===== config.mk =====
export PLATFORM = sky130hd
export DESIGN_NAME = tc8_timer
export DESIGN_NICKNAME = d
export VERILOG_FILES = /design/src/design/tc8_pkg.sv /design/src/design/tc8_reg_if.sv /design/src/design/tc8_tick.sv /design/src/design/tc8_wb.sv /design/src/design/tc8_timer.sv
export SDC_FILE = /design/constraint.sdc
export NUM_CORES = 1
export LEC_CHECK = 0
export ABC_CLOCK_PERIOD_IN_PS = 2200
export BUFFER_PORTS_ARGS = -buffer_cell sky130_fd_sc_hd__buf_2
export CORE_MARGIN = 2
export CORE_UTILIZATION = 35
export DETAILED_ROUTE_END_ITERATION = 8
export PLACE_DENSITY = 0.64
export REMOVE_ABC_BUFFERS = 1
export SYNTH_ARGS = -nofsm -noshare
export SYNTH_HDL_FRONTEND = slang
export SYNTH_SLANG_ARGS = --single-unit

===== constraint.sdc =====
create_clock -name clk_i -period 2.2 [get_ports clk_i]
set_input_delay 0.33 -clock clk_i [delete_from_list [all_inputs] [get_ports clk_i]]
set_output_delay 0.33 -clock clk_i [all_outputs]
set_load 0.02 [all_outputs]

===== src/design/tc8_pkg.sv =====
package tc8_pkg;

  ////////////////////////////////////////////////////////////////////////////
  // Register bus geometry
  localparam int unsigned IDX_W = 7;
  localparam int unsigned DAT_W = 32;
  localparam int unsigned REG_W = 8;

  // Register indices; byte address is four times the index
  localparam logic [IDX_W-1:0] IDX_CTRL = 7'h44;
  localparam logic [IDX_W-1:0] IDX_MASK = 7'h6E;
  localparam logic [IDX_W-1:0] IDX_COUNT = 7'h50;
  localparam logic [IDX_W-1:0] IDX_CMP = 7'h51;
  localparam logic [IDX_W-1:0] IDX_FLAG = 7'h52;
  localparam logic [IDX_W-1:0] IDX_AUX = 7'h53;

  ////////////////////////////////////////////////////////////////////////////
  // Control register fields
  localparam int unsigned CTRL_FORCE_BIT = 7;
  localparam int unsigned CTRL_WAVE_LO_BIT = 6;
  localparam int unsigned CTRL_ACT_HI_BIT = 5;
  localparam int unsigned CTRL_ACT_LO_BIT = 4;
  localparam int unsigned CTRL_WAVE_HI_BIT = 3;
  localparam int unsigned CTRL_CS_HI_BIT = 2;
  localparam int unsigned CTRL_CS_LO_BIT = 0;

  // Mask, flag and auxiliary register fields
  localparam int unsigned CMP_BIT = 1;
  localparam int unsigned OVF_BIT = 0;
  localparam int unsigned AUX_DIR_BIT = 0;
  localparam int unsigned AUX_GIE_BIT = 1;
  localparam logic [REG_W-1:0] MASK_USED = 8'h03;
  localparam logic [REG_W-1:0] AUX_USED = 8'h03;

  // Reset values
  localparam logic [REG_W-1:0] CTRL_RST = 8'h00;
  localparam logic [REG_W-1:0] MASK_RST = 8'h00;
  localparam logic [REG_W-1:0] COUNT_RST = 8'h00;
  localparam logic [REG_W-1:0] CMP_RST = 8'h00;
  localparam logic [REG_W-1:0] AUX_RST = 8'h00;
  localparam logic [1:0] FLAG_RST = 2'h0;

  ////////////////////////////////////////////////////////////////////////////
  // Wave modes, output actions, clock selects
  localparam logic [1:0] MODE_NORMAL = 2'h0;
  localparam logic [1:0] MODE_PHASE = 2'h1;
  localparam logic [1:0] MODE_CLEAR_MATCH = 2'h2;
  localparam logic [1:0] MODE_FAST = 2'h3;

  localparam logic [1:0] ACT_OFF = 2'h0;
  localparam logic [1:0] ACT_TOGGLE = 2'h1;
  localparam logic [1:0] ACT_CLEAR = 2'h2;
  localparam logic [1:0] ACT_SET = 2'h3;

  localparam logic [2:0] CS_STOP = 3'h0;
  localparam logic [2:0] CS_DIV1 = 3'h1;
  localparam logic [2:0] CS_DIV8 = 3'h2;
  localparam logic [2:0] CS_DIV64 = 3'h3;
  localparam logic [2:0] CS_DIV256 = 3'h4;
  localparam logic [2:0] CS_DIV1024 = 3'h5;
  localparam logic [2:0] CS_EXT_FALL = 3'h6;
  localparam logic [2:0] CS_EXT_RISE = 3'h7;

  // Prescaler: tap fires when the low bits are all ones
  localparam int unsigned PRE_W = 10;
  localparam logic [PRE_W-1:0] TAP_8 = 10'h007;
  localparam logic [PRE_W-1:0] TAP_64 = 10'h03F;
  localparam logic [PRE_W-1:0] TAP_256 = 10'h0FF;
  localparam logic [PRE_W-1:0] TAP_1024 = 10'h3FF;

  // Counter end points
  localparam logic [REG_W-1:0] COUNT_MAX = 8'hFF;
  localparam logic [REG_W-1:0] COUNT_BOTTOM = 8'h00;
  localparam logic [REG_W-1:0] COUNT_ONE = 8'h01;
  localparam logic [REG_W-1:0] COUNT_BELOW_MAX = 8'hFE;

endpackage


===== src/design/tc8_reg_if.sv =====
`timescale 1ns/1ns
// Register access between the bus slave and the timer core
interface tc8_reg_if;
  logic wr;
  logic [tc8_pkg::IDX_W-1:0] idx;
  logic [tc8_pkg::REG_W-1:0] wdata;
  logic [tc8_pkg::REG_W-1:0] rdata;
  modport bus (output wr, output idx, output wdata, input rdata);
  modport core (input wr, input idx, input wdata, output rdata);
endinterface


===== src/design/tc8_tick.sv =====
`timescale 1ns/1ns
module tc8_tick (
  // Clock and reset
  input wire logic clk_i,
  input wire logic rst_i,
  // Source choice and pin
  input wire logic [2:0] cs_i,
  input wire logic ext_pin_i,
  // One-cycle count enable
  output logic tick_o
);

  logic sync1_r;
  logic sync2_r;
  logic prev_r;
  logic [tc8_pkg::PRE_W-1:0] pre_r;
  wire rise = sync2_r & ~prev_r;
  wire fall = ~sync2_r & prev_r;
  wire tap8 = (pre_r & tc8_pkg::TAP_8) == tc8_pkg::TAP_8;
  wire tap64 = (pre_r & tc8_pkg::TAP_64) == tc8_pkg::TAP_64;
  wire tap256 = (pre_r & tc8_pkg::TAP_256) == tc8_pkg::TAP_256;
  wire tap1024 = pre_r == tc8_pkg::TAP_1024;

  // Free-running prescaler; pin sampled even when driven by us
  always_ff @(posedge clk_i) begin
    if (rst_i) begin
      pre_r <= '0;
      sync1_r <= 1'b0;
      sync2_r <= 1'b0;
      prev_r <= 1'b0;
    end else begin
      pre_r <= pre_r + 10'h001;
      sync1_r <= ext_pin_i;
      sync2_r <= sync1_r;
      prev_r <= sync2_r;
    end
  end

  // Source select: a single-cycle enable, never a clock
  always_comb begin
    case (cs_i)
      tc8_pkg::CS_STOP: tick_o = 1'b0;
      tc8_pkg::CS_DIV1: tick_o = 1'b1;
      tc8_pkg::CS_DIV8: tick_o = tap8;
      tc8_pkg::CS_DIV64: tick_o = tap64;
      tc8_pkg::CS_DIV256: tick_o = tap256;
      tc8_pkg::CS_DIV1024: tick_o = tap1024;
      tc8_pkg::CS_EXT_FALL: tick_o = fall;
      tc8_pkg::CS_EXT_RISE: tick_o = rise;
      default: tick_o = 1'b0;
    endcase
  end

endmodule


===== src/design/tc8_wb.sv =====
`timescale 1ns/1ns
module tc8_wb (
  // Clock and reset
  input wire logic clk_i,
  input wire logic rst_i,
  // Wishbone slave
  input wire logic cyc_i,
  input wire logic stb_i,
  input wire logic we_i,
  input wire logic [8:2] adr_i,
  input wire logic [3:0] sel_i,
  input wire logic [31:0] dat_i,
  output logic [31:0] dat_o,
  output logic ack_o,
  // Core side
  tc8_reg_if.bus regs
);

  logic ack_r;
  logic [31:0] dat_r;
  wire req = cyc_i & stb_i;
  wire first = req & ~ack_r;

  // Write lands on the edge where the master sees ack
  assign regs.idx = adr_i;
  assign regs.wdata = dat_i[7:0];
  assign regs.wr = req & we_i & sel_i[0] & ack_r;
  assign dat_o = dat_r;
  assign ack_o = ack_r;

  // One wait cycle; unmapped reads return zero from the core
  always_ff @(posedge clk_i) begin
    if (rst_i) begin
      ack_r <= 1'b0;
      dat_r <= '0;
    end else begin
      ack_r <= first;
      if (first) begin
        dat_r <= {24'h000000, regs.rdata};
      end
    end
  end

endmodule


===== src/design/tc8_timer.sv =====
// Chosen here: register access over Wishbone.
`timescale 1ns/1ns
module tc8_timer (
  // Clock and reset
  input wire logic clk_i,
  input wire logic rst_i,
  // Wishbone slave
  input wire logic wb_cyc_i,
  input wire logic wb_stb_i,
  input wire logic wb_we_i,
  input wire logic [8:2] wb_adr_i,
  input wire logic [3:0] wb_sel_i,
  input wire logic [31:0] wb_dat_i,
  output logic [31:0] wb_dat_o,
  output logic wb_ack_o,
  // Pins
  input wire logic external_count_pin_i,
  input wire logic port_data_i,
  output logic wave_output_pin_o,
  output logic wave_output_pin_oe_o,
  // Interrupt requests and vector acknowledges
  input wire logic compare_vec_taken_i,
  input wire logic overflow_vec_taken_i,
  output logic compare_irq_o,
  output logic overflow_irq_o
);

  ////////////////////////////////////////////////////////////////////////////
  // Register bus

  // Slave and core share one register port
  tc8_reg_if regs ();

  tc8_wb u_wb (
    .clk_i(clk_i),
    .rst_i(rst_i),
    .cyc_i(wb_cyc_i),
    .stb_i(wb_stb_i),
    .we_i(wb_we_i),
    .adr_i(wb_adr_i),
    .sel_i(wb_sel_i),
    .dat_i(wb_dat_i),
    .dat_o(wb_dat_o),
    .ack_o(wb_ack_o),
    .regs(regs)
  );

  ////////////////////////////////////////////////////////////////////////////
  // State

  // Software-visible registers
  logic [7:0] ctrl_r;
  logic [7:0] mask_r;
  logic [7:0] aux_r;
  // Counter and its compare buffer
  logic [7:0] count_r;
  logic [7:0] count_nxt;
  logic [7:0] cmp_r;
  logic [7:0] cmp_act_r;
  // Flags, slope direction, write block, strobe
  logic [1:0] flag_r;
  logic [1:0] flag_nxt;
  logic dir_r;
  logic dir_nxt;
  logic block_r;
  logic force_r;
  // Waveform state, pin and request flops
  logic wave_r;
  logic wave_nxt;
  logic pin_r;
  logic oe_r;
  logic cmp_irq_r;
  logic ovf_irq_r;
  // Events decoded in this cycle
  logic ovf_ev;
  logic tick;

  ////////////////////////////////////////////////////////////////////////////
  // Timer tick source

  tc8_tick u_tick (
    .clk_i(clk_i),
    .rst_i(rst_i),
    .cs_i(ctrl_r[tc8_pkg::CTRL_CS_HI_BIT:tc8_pkg::CTRL_CS_LO_BIT]),
    .ext_pin_i(external_count_pin_i),
    .tick_o(tick)
  );

  ////////////////////////////////////////////////////////////////////////////
  // Decode

  // Register selects
  wire wr_ctrl = regs.wr && regs.idx == tc8_pkg::IDX_CTRL;
  wire wr_mask = regs.wr && regs.idx == tc8_pkg::IDX_MASK;
  wire wr_count = regs.wr && regs.idx == tc8_pkg::IDX_COUNT;
  wire wr_cmp = regs.wr && regs.idx == tc8_pkg::IDX_CMP;
  wire wr_flag = regs.wr && regs.idx == tc8_pkg::IDX_FLAG;
  wire wr_aux = regs.wr && regs.idx == tc8_pkg::IDX_AUX;

  // Mode and action fields
  wire [1:0] mode = {ctrl_r[tc8_pkg::CTRL_WAVE_HI_BIT],
                     ctrl_r[tc8_pkg::CTRL_WAVE_LO_BIT]};
  wire [1:0] act = ctrl_r[tc8_pkg::CTRL_ACT_HI_BIT:tc8_pkg::CTRL_ACT_LO_BIT];
  wire immediate = mode == tc8_pkg::MODE_NORMAL || mode == tc8_pkg::MODE_CLEAR_MATCH;

  // Counter landmarks
  wire at_max = count_r == tc8_pkg::COUNT_MAX;
  wire at_bottom = count_r == tc8_pkg::COUNT_BOTTOM;
  wire is_eq = count_r == cmp_act_r;
  // Limitation: a count write of the compare value itself costs that
  // period its match, since the block spans the whole next tick
  wire match = tick && is_eq && !block_r;
  wire top_case = act[1] && cmp_act_r == tc8_pkg::COUNT_MAX;
  wire up_cnt = !dir_r || at_bottom;

  // Force accepted only when the written mode is non-PWM (low mode bit clear)
  wire force_req = wr_ctrl && regs.wdata[tc8_pkg::CTRL_FORCE_BIT]
                   && !regs.wdata[tc8_pkg::CTRL_WAVE_LO_BIT];

  // Compare double buffer: immediate, or at the MAX tick in PWM modes
  // Deferring the load keeps one compare value per PWM period, so no glitch
  wire cmp_load = immediate || (tick && at_max);

  // Flag clears: software one, or vector taken
  wire [1:0] flag_clr = (wr_flag ? regs.wdata[1:0] : 2'b00)
                        | {compare_vec_taken_i, overflow_vec_taken_i};
  // Only real events raise flags; the forced match never reaches here
  wire [1:0] flag_set = {match, ovf_ev};

  // Read back; force strobe never stored, unmapped reads zero
  assign regs.rdata =
    (regs.idx == tc8_pkg::IDX_CTRL) ? ctrl_r :
    (regs.idx == tc8_pkg::IDX_MASK) ? mask_r :
    (regs.idx == tc8_pkg::IDX_COUNT) ? count_r :
    (regs.idx == tc8_pkg::IDX_CMP) ? cmp_r :
    (regs.idx == tc8_pkg::IDX_FLAG) ? {6'h00, flag_r} :
    (regs.idx == tc8_pkg::IDX_AUX) ? aux_r :
    8'h00;

  ////////////////////////////////////////////////////////////////////////////
  // Counter sequence

  // Single clock throughout; tick only gates the step
  always_comb begin
    count_nxt = count_r;
    dir_nxt = (mode == tc8_pkg::MODE_PHASE) ? dir_r : 1'b0;
    ovf_ev = 1'b0;
    if (tick) begin
      case (mode)
        tc8_pkg::MODE_NORMAL, tc8_pkg::MODE_FAST: begin
          count_nxt = count_r + tc8_pkg::COUNT_ONE;
          ovf_ev = at_max;
        end
        tc8_pkg::MODE_CLEAR_MATCH: begin
          // TOP is the compare value; a blocked match does not wrap
          if (match) begin
            count_nxt = tc8_pkg::COUNT_BOTTOM;
          end else begin
            count_nxt = count_r + tc8_pkg::COUNT_ONE;
          end
          ovf_ev = at_max;
        end
        // Dual slope: MAX and BOTTOM each hold for one tick
        tc8_pkg::MODE_PHASE: begin
          if (!dir_r) begin
            if (at_max) begin
              dir_nxt = 1'b1;
              count_nxt = tc8_pkg::COUNT_BELOW_MAX;
            end else begin
              count_nxt = count_r + tc8_pkg::COUNT_ONE;
            end
          end else if (at_bottom) begin
            dir_nxt = 1'b0;
            count_nxt = tc8_pkg::COUNT_ONE;
            ovf_ev = 1'b1;
          end else begin
            count_nxt = count_r - tc8_pkg::COUNT_ONE;
          end
        end
        default: begin
          count_nxt = count_r;
        end
      endcase
    end
    // Software write replaces the count outright
    if (wr_count) begin
      count_nxt = regs.wdata;
    end
  end

  ////////////////////////////////////////////////////////////////////////////
  // Waveform generator

  // Forced match touches only the wave, never flags or the counter
  always_comb begin
    wave_nxt = wave_r;
    case (mode)
      tc8_pkg::MODE_NORMAL, tc8_pkg::MODE_CLEAR_MATCH: begin
        if (match || force_r) begin
          case (act)
            tc8_pkg::ACT_TOGGLE: wave_nxt = ~wave_r;
            tc8_pkg::ACT_CLEAR: wave_nxt = 1'b0;
            tc8_pkg::ACT_SET: wave_nxt = 1'b1;
            default: wave_nxt = wave_r;
          endcase
        end
      end
      tc8_pkg::MODE_FAST: begin
        // Action 01 is reserved and does nothing
        if (act[1]) begin
          if (tick && at_max) begin
            wave_nxt = ~act[0];
          end else if (match && !top_case) begin
            wave_nxt = act[0];
          end
        end
      end
      tc8_pkg::MODE_PHASE: begin
        if (act[1]) begin
          if (top_case) begin
            if (tick && at_max) begin
              wave_nxt = ~act[0];
            end
          end else if (match) begin
            // A match at BOTTOM counts as up so the output stays flat
            wave_nxt = up_cnt ? act[0] : ~act[0];
          end
        end
      end
      default: begin
        wave_nxt = wave_r;
      end
    endcase
  end

  // Hardware set beats a simultaneous clear
  // so a match in the clearing cycle is never lost
  assign flag_nxt = (flag_r & ~flag_clr) | flag_set;

  ////////////////////////////////////////////////////////////////////////////
  // Software registers

  always_ff @(posedge clk_i) begin
    if (rst_i) begin
      ctrl_r <= tc8_pkg::CTRL_RST;
      mask_r <= tc8_pkg::MASK_RST;
      aux_r <= tc8_pkg::AUX_RST;
      cmp_r <= tc8_pkg::CMP_RST;
      force_r <= 1'b0;
    end else begin
      if (wr_ctrl) begin
        ctrl_r <= regs.wdata & ~(8'h01 << tc8_pkg::CTRL_FORCE_BIT);
      end
      if (wr_mask) begin
        mask_r <= regs.wdata & tc8_pkg::MASK_USED;
      end
      if (wr_aux) begin
        aux_r <= regs.wdata & tc8_pkg::AUX_USED;
      end
      if (wr_cmp) begin
        cmp_r <= regs.wdata;
      end
      // Strobe lives one cycle and is never stored in the register
      force_r <= force_req;
    end
  end

  ////////////////////////////////////////////////////////////////////////////
  // Counter, compare buffer and flags

  // Block lasts from a counter write until the next tick
  always_ff @(posedge clk_i) begin
    if (rst_i) begin
      count_r <= tc8_pkg::COUNT_RST;
      dir_r <= 1'b0;
      cmp_act_r <= tc8_pkg::CMP_RST;
      flag_r <= tc8_pkg::FLAG_RST;
      block_r <= 1'b0;
      wave_r <= 1'b0;
    end else begin
      count_r <= count_nxt;
      dir_r <= dir_nxt;
      if (cmp_load) begin
        cmp_act_r <= cmp_r;
      end
      flag_r <= flag_nxt;
      // A write that meets a tick still blocks the tick after it
      if (wr_count) begin
        block_r <= 1'b1;
      end else if (tick) begin
        block_r <= 1'b0;
      end
      wave_r <= wave_nxt;
    end
  end

  ////////////////////////////////////////////////////////////////////////////
  // Pin and interrupt outputs

  // Registered so the pins never glitch on decode changes
  always_ff @(posedge clk_i) begin
    if (rst_i) begin
      pin_r <= 1'b0;
      oe_r <= 1'b0;
      cmp_irq_r <= 1'b0;
      ovf_irq_r <= 1'b0;
    end else begin
      // Port value passes while the action field is off
      pin_r <= (act != tc8_pkg::ACT_OFF) ? wave_r : port_data_i;
      oe_r <= aux_r[tc8_pkg::AUX_DIR_BIT];
      cmp_irq_r <= mask_r[tc8_pkg::CMP_BIT] && flag_r[tc8_pkg::CMP_BIT]
                   && aux_r[tc8_pkg::AUX_GIE_BIT];
      ovf_irq_r <= mask_r[tc8_pkg::OVF_BIT] && flag_r[tc8_pkg::OVF_BIT]
                   && aux_r[tc8_pkg::AUX_GIE_BIT];
    end
  end

  // Outputs straight from their flops
  assign wave_output_pin_o = pin_r;
  assign wave_output_pin_oe_o = oe_r;
  assign compare_irq_o = cmp_irq_r;
  assign overflow_irq_o = ovf_irq_r;

endmodule


==> impl_metrics.yaml <==
cells_and_area:
  syn2layout_area_growth_pct: 28.85
  drive_above_1_share_pct: 32.66
  fin_area_mm2: 0.004883
  final_nets: 603
  seq_area_mm2: 0.001365
  mostFrequentLayoutCells: "nor2_1 (77), buf_4 (64), dfxtp_1 (52)"
  fill_cells: 1015
  mostFrequentLayoutCell: "nor2_1"
  multiInputGateArea_mm2: 0.002361
  antenna_cells: 0
die:
  boundaryPins: 89
  start_util_pct: 36.38
  fp.dieH_um: 108.1
  die_area_mm2: 0.01168
  core_mm2: 0.01042
  die_w_um: 108.1
  rows: 37
setup_path:
  crit_type: "reg2reg"
  critPathTopFamily: "compound AO/OA/AOI/OAI gates"
  arrival_ns: 2.47
  slowest_delay_ns: 0.46
  cp-start-kind: "register"
  cp_max_fo: 5
  required_ns: 2.40
  cp-end-kind: "register"
  crit_chain: "buf_6, xnor2_2, nand4_1, or4_4, a211o_1, a21o_4, a221oi_4, a2bb2oi_2, a21oi_1"
  worst-path-buf-inv: 1
  crit_slowest_cell: "or4_4"
cts:
  cts_sinks: 67
  clockBufferDepth: 2
  clk_latency_ns: 0.34
  path_clk_slew_ns: 0.08
  cts_buffers: 9
  htreeDepth: 3
  cts_tree: "built"
  cts_root_buffer: "clkbuf_8"
  cts_hold_buf: 0
logic_synthesis:
  ys_seq_area_share_pct: 35.39
  syn_avg_cell_area_um2: 8.536
  synth_cell_types: 63
  synth_warnings: 0
  synth_area_mm2: 0.003790
  syn_inst: 444
  synth_edf_count: 0
  synth_ff_type: "dfxtp_1"
  synth-seq-cells: 67
  synthArstFlopShare_pct: 0
run:
  cap_violations: 0
power:
  switchingPower_uw: 723.1
  ir_worst_vdd_v: 0.0002793
  leakagePower_nw: 2.019
  finalPower_mw: 2.507
  powerDensity_mw_per_mm2: 513.3
  p_comb_share_pct: 13.1
  p_int_mw: 1.783
  sequentialPowerShare_pct: 49.9
  swShare_pct: 28.85
  clkPwrFrac_pct: 37.0
global_routing:
  grt_max_degree: 39
  antenna_found_initial: 0
  grtUsageTotal_pct: 17.80
  grt_pass1_wl_um: 16540
  grt_remaining_overflow: 0
  grt_pass1_vias: 3411
  use_met1_pct: 23.57
  met3_usage_pct: 3.134
  busiest_layer: "met2"
  grtUsageMet2_pct: 29.87
sta:
  fmax_mhz: 440.8
  skew_ns: 0.01745
  setup_violations: 5
  post-route-min-period_ns: 2.268
  fin_ws_ns: -0.06844
  hold_viol_final: 0
  finalSetupTns_ns: -0.2393
  finalMaxSlewViolations: 0
  tightestPinTransition_ns: 0.7391
  finalCritPeriodShare_pct: 103.1
  hold_ws_ns: 0.1974
  max-slew-margin-rel_pct: 50.73
  rsz0062_at_grt: "true"
routing:
  ant_nets: 0
  drt-initial-drc-count: 178
  drc: 0
  avgViaCountPerCell: 5.236
  drt-wirelength-per-cell_um: 15.31
  route.vias.total: 3566
  drtPass1Iterations: 4
  wirelength_um: 10430
placement:
  gp_congestion: 0.9185
  post-dp-hpwl_um: 7672
  port_buffers: 37
  placed_area_mm2: 0.004425
status:
  violations: "setup timing"
  status: "finished with violations"
worst_hold_path:
  min_path_type: "in2reg"
-- path summary, 6_finish.rpt --
path	from	end	slack (ns)	cells past startpoint
worst max register to register	count_r[1]$_SDFFE_PP0P_	count_r[4]$_SDFFE_PP0P_	-0.07	9
worst min-delay path	external_count_pin_i	u_tick.sync1_r$_SDFF_PP0_	0.20	2
worst min register to register	u_tick.sync1_r$_SDFF_PP0_	u_tick.sync2_r$_SDFF_PP0_	0.44	1
worst max-delay path	count_r[1]$_SDFFE_PP0P_	count_r[4]$_SDFFE_PP0P_	-0.07	9
-- power groups by stage --
stage	Sequential (mW)	Clock, mW	Combinational, mW
final	1.25	0.927	0.328
after global routing	1.25	0.993	0.355
after CTS	1.25	0.947	0.291
after detailed placement	1.28	0	0.284
after global placement	1.28	0	0.279
after floorplan	1.30	0	0.131
-- timing repair --
| action | CTS | global route |
|---|---|---|
| resized for setup | 25 | 26 |
| endpoints found under the setup margin | 17 | 17 |
| setup buffers | 0 | 11 |
| pin swaps | 13 | 15 |
-- stage by stage --
stage	setup slack, ns	utilization [%]	instances
floorplan	-0.06689	-	421
global placement	-0.1900	42.49	654
detailed placement	-0.1803	42.49	654
CTS	-0.07494	44.94	670
global route	-0.1744	46.88	681
finish	-0.06844	46.88	681
-- registers in the layout (all words and copies together) (netlist names), 2 cells and up --
signal / count
count_r: 8
aux_r: 2
ctrl_r: 7
mask_r: 2
cmp_act_r: 8
u_wb.dat_o: 8
u_tick.pre_r: 10
cmp_r: 8
flag_r: 2
-- cell usage after synthesis (6+ instances only) --
| master | n | share of area (%) |
|---|---|---|
| a211oi_1 | 10 | 2.0 |
| a21oi_1 | 13 | 1.7 |
| buf_2 | 6 | 0.79 |
| buf_4 | 25 | 5.0 |
| clkbuf_1 | 13 | 1.3 |
| dfxtp_1 | 67 | 35 |
| ha_1 | 11 | 3.6 |
| inv_1 | 13 | 1.3 |
| mux2i_1 | 29 | 7.7 |
| nand2_1 | 22 | 2.2 |
| nand3_1 | 20 | 2.6 |
| nor2_1 | 77 | 7.6 |
| nor2b_1 | 11 | 1.8 |
| nor3_1 | 11 | 1.5 |
| o21ai_0 | 18 | 2.4 |
| xnor2_1 | 8 | 1.8 |
-- cell type report --
| type | instances | area share (%) |
|---|---|---|
| multi-input cells | 341 | 48.35 |
| inverters | 13 | 0.9992 |
| clock buffers | 10 | 2.613 |
| clock inverters | 6 | 0.9992 |
| well taps | 136 | 3.484 |
| repair buffers | 108 | 15.60 |
| flip-flops and latches | 67 | 27.95 |
-- routing by layer --
layer  part of all wire [%]  vias to the layer above
met2                     48                      111
met4                    1.7                        0
met1                     46                     1725
met3                    4.7                       13
li1                       -                     1717
met5                      0                        -
-- cells by family after synthesis --
logic type / share of synthesized area, %
adders and majority gates: 3.632
AOI/OAI and AO/OA: 15.35
buffers and inverters: 8.716
muxes: 10.33
other: 0.09895
xor gates and xnor gates: 3.401
DFF: 35.39
and+or+nand+nor: 23.08
(Power assumes the default switching activity.)
